===== config.mk =====
export PLATFORM = sky130hd
export DESIGN_NAME = rscc_top
export DESIGN_NICKNAME = d
export VERILOG_FILES = /design/src/rtl/rscc_pkg.sv /design/src/rtl/rscc_ratio_decode.sv /design/src/rtl/rscc_top.sv
export VERILOG_INCLUDE_DIRS = /design/src /design/src/rtl
export SDC_FILE = /design/constraint.sdc
export NUM_CORES = 1
export LEC_CHECK = 0
export BUFFER_PORTS_ARGS = -buffer_cell sky130_fd_sc_hd__buf_2
export CORE_MARGIN = 2
export CORE_UTILIZATION = 40
export CTS_CLUSTER_SIZE = 24
export DETAILED_ROUTE_END_ITERATION = 7
export PLACE_DENSITY = 0.57
export SYNTH_ARGS = -nofsm -noshare
export SYNTH_HDL_FRONTEND = slang
export SYNTH_SLANG_ARGS = --single-unit

===== constraint.sdc =====
create_clock -name CLK_SYS_IN -period 41.5 [get_ports CLK_SYS_IN]
set_clock_uncertainty 0.05 [all_clocks]
set_input_delay 8.3 -clock CLK_SYS_IN [delete_from_list [all_inputs] [get_ports CLK_SYS_IN]]
set_output_delay 8.3 -clock CLK_SYS_IN [all_outputs]
set_load 0.005 [all_outputs]

===== src/rtl/rscc_params.svh =====
// constants for the strap-captured clock ratio configuration block
`ifndef RSCC_PARAMS_SVH
`define RSCC_PARAMS_SVH

// register byte offsets
`define RSCC_OFS_STATUS    8'h00
`define RSCC_OFS_PLAT      8'h04
`define RSCC_OFS_CORE      8'h08
`define RSCC_OFS_LDIV      8'h0C
`define RSCC_OFS_LIMIT_PLT 8'h10
`define RSCC_OFS_LIMIT_CPU 8'h14
`define RSCC_OFS_LIMIT_LBC 8'h18

// status register field positions
`define RSCC_ST_CAPTURED   0
`define RSCC_ST_PLAT_ERR   1
`define RSCC_ST_CORE_ERR   2
`define RSCC_ST_SPEED      3

// reset values and bus response codes
`define RSCC_LDIV_RST      8'h04
`define RSCC_SLVERR        2'h2
`define RSCC_OKAY          2'h0

// frequency windows in MHz
`define RSCC_PLAT_MIN_MHZ  16'h014D
`define RSCC_PLAT_MAX_MHZ  16'h0215
`define RSCC_CORE_MIN_MHZ  16'h029A
`define RSCC_CORE_MAX_MHZ  16'h0535
`define RSCC_MEM_MIN_MHZ   16'h00A6
`define RSCC_MEM_MAX_MHZ   16'h010A
`define RSCC_LBC_MIN_MHZ   16'h0016
`define RSCC_LBC_MAX_MHZ   16'h0085

// straps settle for this long after reset release before capture
`define RSCC_STRAP_SETTLE_NS 200
`define RSCC_CLK_PERIOD_NS   50
`define RSCC_SETTLE_CYC \
    ((`RSCC_STRAP_SETTLE_NS + `RSCC_CLK_PERIOD_NS - 1) / `RSCC_CLK_PERIOD_NS)

`endif


===== src/rtl/rscc_pkg.sv =====
// types shared by the clock ratio configuration block
package rscc_pkg;
    typedef logic [4:0] rscc_plat_code_t;   // platform ratio strap code
    typedef logic [3:0] rscc_core_code_t;   // core ratio strap code
    typedef enum logic [1:0] {
        RSCC_WAIT   = 2'b00,                 // reset released, settling
        RSCC_SAMPLE = 2'b01,                 // capture straps this cycle
        RSCC_RUN    = 2'b10                  // ratios frozen
    } rscc_state_e;
endpackage : rscc_pkg


===== src/rtl/rscc_ratio_decode.sv =====
// strap code to ratio decoder for platform and core multipliers
`timescale 1ns/10ps
`default_nettype none
module rscc_ratio_decode
    import rscc_pkg::*;
(
    input  wire rscc_plat_code_t plat_code_in,   // platform strap code
    input  wire rscc_core_code_t core_code_in,   // core strap code
    output logic [4:0]           plat_mult_out,  // platform:reference
    output logic                 plat_err_out,   // reserved platform code
    output logic [3:0]           core_half_out,  // core:platform, halves
    output logic                 core_err_out    // reserved core code
);
    // platform code value is the multiplier itself when legal
    always_comb begin
        plat_mult_out = 5'h00;
        plat_err_out  = 1'b1;
        case (plat_code_in)
            5'h00, 5'h01, 5'h0B, 5'h0D: begin   // reserved holes
                plat_err_out = 1'b1;
            end
            default: begin
                if (plat_code_in <= 5'h12) begin   // 2..18 legal
                    plat_mult_out = plat_code_in;
                    plat_err_out  = 1'b0;
                end
            end
        endcase
    end

    // core ratio is kept in halves so 2.5 and 4.5 stay exact
    always_comb begin
        core_half_out = 4'h0;
        core_err_out  = 1'b0;
        case (core_code_in)
            4'h8:    core_half_out = 4'h4;   // 2:1
            4'hA:    core_half_out = 4'h5;   // 2.5:1
            4'hC:    core_half_out = 4'h6;   // 3:1
            4'hE:    core_half_out = 4'h7;   // 3.5:1
            4'h0:    core_half_out = 4'h8;   // 4:1
            4'h2:    core_half_out = 4'h9;   // 4.5:1
            default: core_err_out  = 1'b1;   // reserved
        endcase
    end
endmodule : rscc_ratio_decode
`default_nettype wire


===== src/rtl/rscc_top.sv =====
// strap-captured clock ratio configuration with AXI4-Lite registers
//
// Notes on behaviour
// - platform clock is the system bus clock
// - capture five-bit platform strap after reset
// - platform code value is multiplier; holes reserved
// - capture four-bit core strap after reset
// - core codes decode to six fixed ratios
// - platform clock window 333 to 533 MHz
// - core clock at least 666, grade maximum; the window check uses a fixed 1333 whatever the speed strap
// - memory clock is half the platform clock
// - local clock is platform over software divider
`timescale 1ns/10ps
`default_nettype none
`include "rscc_params.svh"
module rscc_top
    import rscc_pkg::*;
(
    input  wire logic        CLK_SYS_IN,          // block clock, 20 MHz
    input  wire logic        NRST_IN,             // async reset, low
    input  wire logic [4:0]  PLAT_STRAP_IN,       // platform ratio straps
    input  wire logic [3:0]  CORE_STRAP_IN,       // core ratio straps
    input  wire logic        CORE_SPEED_STRAP_IN, // core speed strap
    input  wire logic [15:0] REF_CLK_MHZ_IN,      // reference clock, MHz
    output logic [4:0]       PLAT_MULT_OUT,       // platform multiplier
    output logic [3:0]       CORE_HALF_OUT,       // core ratio in halves
    output logic [7:0]       LCL_DIV_OUT,         // local clock divider
    output logic             CFG_VALID_OUT,       // ratios captured
    output logic             CFG_ERR_OUT,         // reserved code seen
    input  wire logic [7:0]  S_AXI_AWADDR,
    input  wire logic        S_AXI_AWVALID,
    output logic             S_AXI_AWREADY,
    input  wire logic [31:0] S_AXI_WDATA,
    input  wire logic [3:0]  S_AXI_WSTRB,
    input  wire logic        S_AXI_WVALID,
    output logic             S_AXI_WREADY,
    output logic [1:0]       S_AXI_BRESP,
    output logic             S_AXI_BVALID,
    input  wire logic        S_AXI_BREADY,
    input  wire logic [7:0]  S_AXI_ARADDR,
    input  wire logic        S_AXI_ARVALID,
    output logic             S_AXI_ARREADY,
    output logic [31:0]      S_AXI_RDATA,
    output logic [1:0]       S_AXI_RRESP,
    output logic             S_AXI_RVALID,
    input  wire logic        S_AXI_RREADY
);
    localparam logic [2:0] SETTLE = 3'(`RSCC_SETTLE_CYC);

    ////////////////////////////////////////////////////////////////////
    // strap capture
    rscc_state_e     state;          // capture sequencer
    rscc_state_e     next_state;
    logic [2:0]      settle;         // settle counter
    logic [2:0]      next_settle;
    rscc_plat_code_t plat_code;      // captured platform code
    rscc_plat_code_t next_plat_code;
    rscc_core_code_t core_code;      // captured core code
    rscc_core_code_t next_core_code;
    logic            speed;          // captured speed strap
    logic            next_speed;
    logic [4:0]      dec_mult;       // decoder outputs
    logic            dec_perr;
    logic [3:0]      dec_half;
    logic            dec_cerr;

    // straps are read once after reset settles, never again; there is
    // no default ratio, so undriven straps give whatever they float to
    always_comb begin
        next_state     = state;
        next_settle    = settle;
        next_plat_code = plat_code;
        next_core_code = core_code;
        next_speed     = speed;
        case (state)
            RSCC_WAIT: begin
                if (settle >= SETTLE - 3'h1) begin
                    next_state = RSCC_SAMPLE;
                end else begin
                    next_settle = settle + 3'h1;
                end
            end
            RSCC_SAMPLE: begin
                next_plat_code = PLAT_STRAP_IN;
                next_core_code = CORE_STRAP_IN;
                next_speed     = CORE_SPEED_STRAP_IN;
                next_state     = RSCC_RUN;
            end
            RSCC_RUN: begin
                next_state = RSCC_RUN;   // frozen until next reset
            end
            default: begin
                next_state = RSCC_WAIT;
            end
        endcase
    end

    // capture registers take constants only under reset
    always_ff @(posedge CLK_SYS_IN or negedge NRST_IN) begin
        if (!NRST_IN) begin
            state     <= RSCC_WAIT;
            settle    <= 3'h0;
            plat_code <= 5'h00;
            core_code <= 4'h0;
            speed     <= 1'b0;
        end else begin
            state     <= next_state;
            settle    <= next_settle;
            plat_code <= next_plat_code;
            core_code <= next_core_code;
            speed     <= next_speed;
        end
    end

    // shared ratio decoder
    rscc_ratio_decode u_dec (
        .plat_code_in  (plat_code),
        .core_code_in  (core_code),
        .plat_mult_out (dec_mult),
        .plat_err_out  (dec_perr),
        .core_half_out (dec_half),
        .core_err_out  (dec_cerr)
    );

    ////////////////////////////////////////////////////////////////////
    // frequency arithmetic and window checks
    logic [15:0] plat_mhz;   // platform = bus clock
    logic [15:0] core_mhz;   // core clock
    logic [15:0] mem_mhz;    // memory clock
    logic [15:0] lbc_mhz;    // local bus clock
    logic [7:0]  ldiv;       // software divider
    logic [7:0]  next_ldiv;
    logic [3:0]  limit_ok;   // plat, core, mem, local in window
    logic        cfg_err;    // reserved code after capture

    // true when a value lies inside [lo, hi]
    function automatic logic in_win(input logic [15:0] v,
                                    input logic [15:0] lo,
                                    input logic [15:0] hi);
        in_win = (v >= lo) && (v <= hi);
    endfunction : in_win

    // platform follows the strap ratio on the reference
    assign plat_mhz = 16'(REF_CLK_MHZ_IN * {11'h000, dec_mult});
    // core ratio is in halves, so multiply then halve
    assign core_mhz = 16'((plat_mhz * {12'h000, dec_half}) >> 1);
    assign mem_mhz  = plat_mhz >> 1;
    // a zero divider would divide by zero, so it counts as one
    assign lbc_mhz  = plat_mhz / ((ldiv == 8'h00) ? 16'h0001
                                                   : {8'h00, ldiv});

    // the checks only flag; the board owns frequency choice
    always_comb begin
        limit_ok[0] = in_win(plat_mhz, `RSCC_PLAT_MIN_MHZ,
                             `RSCC_PLAT_MAX_MHZ);
        limit_ok[1] = in_win(core_mhz, `RSCC_CORE_MIN_MHZ,
                             `RSCC_CORE_MAX_MHZ);
        limit_ok[2] = in_win(mem_mhz, `RSCC_MEM_MIN_MHZ,
                             `RSCC_MEM_MAX_MHZ);
        limit_ok[3] = in_win(lbc_mhz, `RSCC_LBC_MIN_MHZ,
                             `RSCC_LBC_MAX_MHZ);
    end

    assign cfg_err = (state == RSCC_RUN) && (dec_perr || dec_cerr);

    // outputs registered; a ratio reads zero while its own code is reserved
    always_ff @(posedge CLK_SYS_IN or negedge NRST_IN) begin
        if (!NRST_IN) begin
            PLAT_MULT_OUT <= 5'h00;
            CORE_HALF_OUT <= 4'h0;
            LCL_DIV_OUT   <= `RSCC_LDIV_RST;
            CFG_VALID_OUT <= 1'b0;
            CFG_ERR_OUT   <= 1'b0;
        end else begin
            PLAT_MULT_OUT <= dec_mult;
            CORE_HALF_OUT <= dec_half;
            LCL_DIV_OUT   <= ldiv;
            CFG_VALID_OUT <= (state == RSCC_RUN) && !cfg_err;
            CFG_ERR_OUT   <= cfg_err;
        end
    end

    ////////////////////////////////////////////////////////////////////
    // AXI4-Lite slave
    logic        aw_hold, next_aw_hold;   // write address taken
    logic [7:0]  aw_addr, next_aw_addr;
    logic        w_hold, next_w_hold;     // write data taken
    logic [31:0] w_data, next_w_data;
    logic [3:0]  w_strb, next_w_strb;
    logic        bvalid, next_bvalid;
    logic [1:0]  bresp, next_bresp;
    logic        rvalid, next_rvalid;
    logic [31:0] rdata, next_rdata;
    logic [1:0]  rresp, next_rresp;
    logic [31:0] rd_word;
    logic        rd_hit;

    // read decode; unmapped addresses answer SLVERR with zero data
    always_comb begin
        rd_word = 32'h0000_0000;
        rd_hit  = 1'b1;
        case (S_AXI_ARADDR)
            `RSCC_OFS_STATUS: begin
                rd_word[`RSCC_ST_CAPTURED] = (state == RSCC_RUN);
                rd_word[`RSCC_ST_PLAT_ERR] = cfg_err && dec_perr;
                rd_word[`RSCC_ST_CORE_ERR] = cfg_err && dec_cerr;
                rd_word[`RSCC_ST_SPEED]    = speed;
                rd_word[7:4]               = limit_ok;
            end
            `RSCC_OFS_PLAT: rd_word = {11'h000, plat_code, 11'h000, dec_mult};
            `RSCC_OFS_CORE: rd_word = {12'h000, core_code, 12'h000, dec_half};
            `RSCC_OFS_LDIV:      rd_word = {24'h00_0000, ldiv};
            `RSCC_OFS_LIMIT_PLT: rd_word = {mem_mhz, plat_mhz};
            `RSCC_OFS_LIMIT_CPU: rd_word = {16'h0000, core_mhz};
            `RSCC_OFS_LIMIT_LBC: rd_word = {16'h0000, lbc_mhz};
            default:             rd_hit  = 1'b0;
        endcase
    end

    // ready only while the matching half is not yet held
    assign S_AXI_AWREADY = !aw_hold && !bvalid;
    assign S_AXI_WREADY  = !w_hold && !bvalid;
    assign S_AXI_ARREADY = !rvalid;

    // write path: collect both halves, then commit and respond
    always_comb begin
        next_aw_hold = aw_hold;
        next_aw_addr = aw_addr;
        next_w_hold  = w_hold;
        next_w_data  = w_data;
        next_w_strb  = w_strb;
        next_bvalid  = bvalid;
        next_bresp   = bresp;
        next_ldiv    = ldiv;
        if (S_AXI_AWVALID && S_AXI_AWREADY) begin
            next_aw_hold = 1'b1;
            next_aw_addr = S_AXI_AWADDR;
        end
        if (S_AXI_WVALID && S_AXI_WREADY) begin
            next_w_hold = 1'b1;
            next_w_data = S_AXI_WDATA;
            next_w_strb = S_AXI_WSTRB;
        end
        if (aw_hold && w_hold) begin
            next_aw_hold = 1'b0;
            next_w_hold  = 1'b0;
            next_bvalid  = 1'b1;
            next_bresp   = `RSCC_OKAY;
            if (aw_addr == `RSCC_OFS_LDIV) begin
                if (w_strb[0]) begin
                    next_ldiv = w_data[7:0];   // steers local clock
                end
            end else if (aw_addr > `RSCC_OFS_LIMIT_LBC
                         || aw_addr[1:0] != 2'b00) begin
                next_bresp = `RSCC_SLVERR;   // unmapped
            end
        end
        if (bvalid && S_AXI_BREADY) begin
            next_bvalid = 1'b0;
        end
    end

    // read path: one-cycle answer from the decode above
    always_comb begin
        next_rvalid = rvalid;
        next_rdata  = rdata;
        next_rresp  = rresp;
        if (S_AXI_ARVALID && S_AXI_ARREADY) begin
            next_rvalid = 1'b1;
            next_rdata  = rd_word;
            next_rresp  = rd_hit ? `RSCC_OKAY : `RSCC_SLVERR;
        end else if (rvalid && S_AXI_RREADY) begin
            next_rvalid = 1'b0;
        end
    end

    // bus state registers
    always_ff @(posedge CLK_SYS_IN or negedge NRST_IN) begin
        if (!NRST_IN) begin
            aw_hold <= 1'b0;
            aw_addr <= 8'h00;
            w_hold  <= 1'b0;
            w_data  <= 32'h0000_0000;
            w_strb  <= 4'h0;
            bvalid  <= 1'b0;
            bresp   <= `RSCC_OKAY;
            rvalid  <= 1'b0;
            rdata   <= 32'h0000_0000;
            rresp   <= `RSCC_OKAY;
            ldiv    <= `RSCC_LDIV_RST;
        end else begin
            aw_hold <= next_aw_hold;
            aw_addr <= next_aw_addr;
            w_hold  <= next_w_hold;
            w_data  <= next_w_data;
            w_strb  <= next_w_strb;
            bvalid  <= next_bvalid;
            bresp   <= next_bresp;
            rvalid  <= next_rvalid;
            rdata   <= next_rdata;
            rresp   <= next_rresp;
            ldiv    <= next_ldiv;
        end
    end

    assign S_AXI_BVALID = bvalid;
    assign S_AXI_BRESP  = bresp;
    assign S_AXI_RVALID = rvalid;
    assign S_AXI_RDATA  = rdata;
    assign S_AXI_RRESP  = rresp;
endmodule : rscc_top
`default_nettype wire


==> results.md <==
- The capturing element type of the critical path is a flip-flop.
- The critical-path cell with the highest stage delay is sky130_fd_sc_hd__or4b_4.
- Clock tree synthesis inserted a total of 9 buffers.
- The final wirelength is 40,400 µm.
- The headroom to the max-slew limit is 0.209.
- Buffers placed on the I/O ports in this run total 114.
- The portion of the clock cycle consumed by the worst path in the final layout is 0.953.
- The overall die height is 187 µm.
- The largest single stage delay on the critical path is 590 ps.
- After synthesis the cells add up to 13,400 µm².
- In the final layout, the share of cells above drive strength 1 is 0.228.
- The TritonCTS clock tree is built.
- The shortest period the worst path allows is 39,530 ps.
- After detailed routing, the average wire length per cell comes to 17.4 µm.
- The via count of the first global-routing pass is 12,700.
- Synthesis produced a netlist whose cell count is 1,633.
- The final max-slew violation count was 0.
- 0 antenna diodes ended up in the layout.
- The worst hold path belongs to the class reg2reg.
- After floorplanning, the core was sized to cover 33,300 µm².
- The most common cell in the synthesized netlist is sky130_fd_sc_hd__nand2_1.
- The first detailed-routing pass took 5 iterations.
- The most numerous cell type found on the critical path is sky130_fd_sc_hd__o21a_1.
- Yosys attributes the largest share of cell area to sky130_fd_sc_hd__dfrtp_1 (17%), sky130_fd_sc_hd__ha_1 (13%), sky130_fd_sc_hd__fa_1 (8.9%), sky130_fd_sc_hd__nand2_1 (5.0%), sky130_fd_sc_hd__mux2_2 (4.0%).
- The HPWL after detailed placement is 32,600 µm.
- The layout filler cell count is 3,330.
- The total count of hold-check failures in the final report came to 0.
- The count of state elements after synthesis is 96.
- The share of the Yosys chip area taken by registers is 0.179.
- The number of flops mapped to enable cells by yosys is 0.
- The share of the synthesized area in the top cell type is 0.175.
- The worst-case hold slack is 372 ps.
- For this run, global-route usage on met2 was measured as 0.375.
- The path type of the worst setup path is in2reg.
- The overall die area is 35,100 µm².
- By count the netlist is led by sky130_fd_sc_hd__nand2_1 (178), sky130_fd_sc_hd__ha_1 (140), sky130_fd_sc_hd__nor2_1 (129), sky130_fd_sc_hd__inv_1 (122), sky130_fd_sc_hd__dfrtp_1 (94).
- The arrival time at the worst endpoint is 39,690 ps.
- The clock latency on the worst-skew pair is 370 ps.
- Entering global routing, the biggest net connects 59 pins.
- The CTS sink count is 96.
- The detailed-route vias per instance is 5.56.
- The total number of placement rows is 67.
- The clock slew at the register clock pins of the worst setup and hold paths is 80 ps.
- The dominant cell type by area after synthesis is sky130_fd_sc_hd__dfrtp_1.
- The global-route layer with the greatest usage is met2.
- In the routed design, unresolved DRC markers number 0.
- The count of endpoints failing setup in the final report is 0.
- Across every metal layer, demand over resource in global routing totals 0.231.
- The peak fanout along the critical path is 11.
- At the end of the flow the core is filled with cells to 0.481.
- The detailed router finished its first iteration with 913 violations.
- The met3 track utilization from global routing is 0.0415.
- The worst register-to-register path has a setup slack of 8190 ps.
- The global-route wire length before repair is 66,000 µm.
- The total congestion overflow is 0.
- The fraction of met1 tracks used by global routing is 0.323.
- Measured along the x axis, the die boundary spans 187 µm.
- The count of nets left with antenna violations after detail routing is 0.
- Routability-driven placement finished with a final weighted congestion of 0.920.
- The total of warnings raised by yosys is 0.
- The most instantiated flip-flop cell in the synthesis netlist is sky130_fd_sc_hd__dfrtp_1.
- The number of ports placed on the die boundary is 145.
- After the last flow step, the layout net total stands at 2,149.
- The number of distinct library cells after synthesis is 103.
- The area taken by multi-input logic gates is 10,500 µm².
- The register area is 2400 µm².
- The count of hold-fix buffers inserted at cts is 0.
- The run finished with clean final reports.
- The required time of the worst setup path is 41,660 ps.
- The startpoint kind of the worst setup timing path is an input port.
- For the pin with the worst max-slew slack, the measured transition is 1180 ps.
- The H-tree was split into 3 levels.
- The mean instance size in the synthesized netlist is 8.23 µm².
- The synthesis-to-layout area growth is 19.2%.
- The tree is rooted in a sky130_fd_sc_hd__clkbuf_16.
- Timing would allow up to 25.3 MHz.
- The initial antenna violation count came to 1.
- The effective utilization at floorplan is 0.404.
- The maximum clock insertion buffer count is 2.
- After synthesis, the share of flip-flops with an asynchronous set or reset is 1.00.
- Across the run, the number of max-cap violations was 0.
- The via total after detailed routing is 12,900.
## sequential cells by signal, indices dropped and copies added (netlist names), 2 cells and up
signal,cells
CORE_HALF_OUT,4
LCL_DIV_OUT,8
PLAT_MULT_OUT,5
S_AXI_RDATA,31
aw_addr,8
core_code,4
ldiv,8
plat_code,5
settle,3
state,2
w_data,8
## area by class of cell
class | count | area share
Sequential cell | 96 | 0.150
Multi-Input combinational cell | 1359 | 0.658
Inverter | 128 | 0.0300
Clock buffer | 11 | 0.0145
Tap cell | 448 | 0.0350
Clock inverter | 5 | 0.00266
Timing Repair Buffer | 270 | 0.110
## cell usage in the layout (no fill, tap or decap), types with 12 or more instances in the layout
master,n
sky130_fd_sc_hd__nand2b_1,22
sky130_fd_sc_hd__o211ai_1,12
sky130_fd_sc_hd__nand4_1,15
sky130_fd_sc_hd__or3_1,13
sky130_fd_sc_hd__o21bai_1,13
sky130_fd_sc_hd__xnor2_1,42
sky130_fd_sc_hd__fa_1,60
sky130_fd_sc_hd__ha_1,139
sky130_fd_sc_hd__o22ai_1,14
sky130_fd_sc_hd__and2_1,37
sky130_fd_sc_hd__nor3_1,51
sky130_fd_sc_hd__mux2i_1,20
sky130_fd_sc_hd__o31ai_1,21
sky130_fd_sc_hd__buf_2,113
sky130_fd_sc_hd__a22o_1,24
sky130_fd_sc_hd__a21oi_1,84
sky130_fd_sc_hd__o21a_1,51
sky130_fd_sc_hd__and3_1,31
sky130_fd_sc_hd__nand2_1,178
sky130_fd_sc_hd__buf_4,156
sky130_fd_sc_hd__nor2b_1,15
sky130_fd_sc_hd__a21o_1,32
sky130_fd_sc_hd__nand3_1,28
sky130_fd_sc_hd__nor2_1,126
sky130_fd_sc_hd__inv_1,122
sky130_fd_sc_hd__o21ai_0,61
sky130_fd_sc_hd__mux2_2,48
sky130_fd_sc_hd__xor2_1,18
sky130_fd_sc_hd__dfrtp_1,94
## cell families (layout without fill, tap and decap cells)
logic type,after synthesis,in the layout,synth area share
simple gates,577,577,0.213
fa+ha+maj,200,200,0.220
compound gates,443,443,0.231
flops,96,96,0.179
other cells,1,3,0.000279
buf+inv,180,414,0.0529
mux,74,74,0.0619
xor+xnor,62,62,0.0429
## critical path: cells and delay by family
family	cells	cell delay, ps
buffers and inverters	15	2100
AND/OR/NAND/NOR	39	6430
adder cells (fa/ha/maj)	20	6500
AO/OA/AOI/OAI	84	14640
XOR/XNOR	1	150
multiplexers	5	1510
## layer usage
layer | vias up | part of all wire
li1 | 6325 | -
met1 | 6209 | 0.48
met2 | 321 | 0.45
met3 | 29 | 0.061
met4 | 2 | 0.013
met5 | - | 0.00032
## repair_timing
| action | in CTS | in global routing |
|---|---|---|
| gates resized for setup | 0 | 48 |
| buffers inserted | 0 | 14 |
| setup endpoints to repair | 0 | 3 |
## through the flow
step                      worst slack, ps  cell area [µm²]  setup TNS (ps)  instances
after detailed placement              120            15400               0       2287
after global placement                540            15400               0       2287
after CTS                             388            15700               0       2303
after floorplan                       928            13500               0       1635
after global routing                -68.9            16000           -68.9       2317
final                                1970            16000               0       2317
## final timing paths
check / from / to / cells after the start
max: REF_CLK_MHZ_IN[4] / S_AXI_RDATA[0]$_DFFE_PN0P_ / 164
min: ldiv[2]$_DFFE_PN1P_ / LCL_DIV_OUT[2]$_DFF_PN1_ / 0
max reg2reg: plat_code[1]$_DFFE_PN0N_ / S_AXI_RDATA[0]$_DFFE_PN0P_ / 165
min reg2reg: ldiv[2]$_DFFE_PN1P_ / LCL_DIV_OUT[2]$_DFF_PN1_ / 0
max in group asynchronous: NRST_IN / LCL_DIV_OUT[1]$_DFF_PN0_ / 2
min in group asynchronous: NRST_IN / aw_addr[0]$_DFFE_PN0P_ / 1
Power is left out: the tool's default activity adds up to more than one toggle a clock period on the data nets, which glitch-free logic cannot reach.
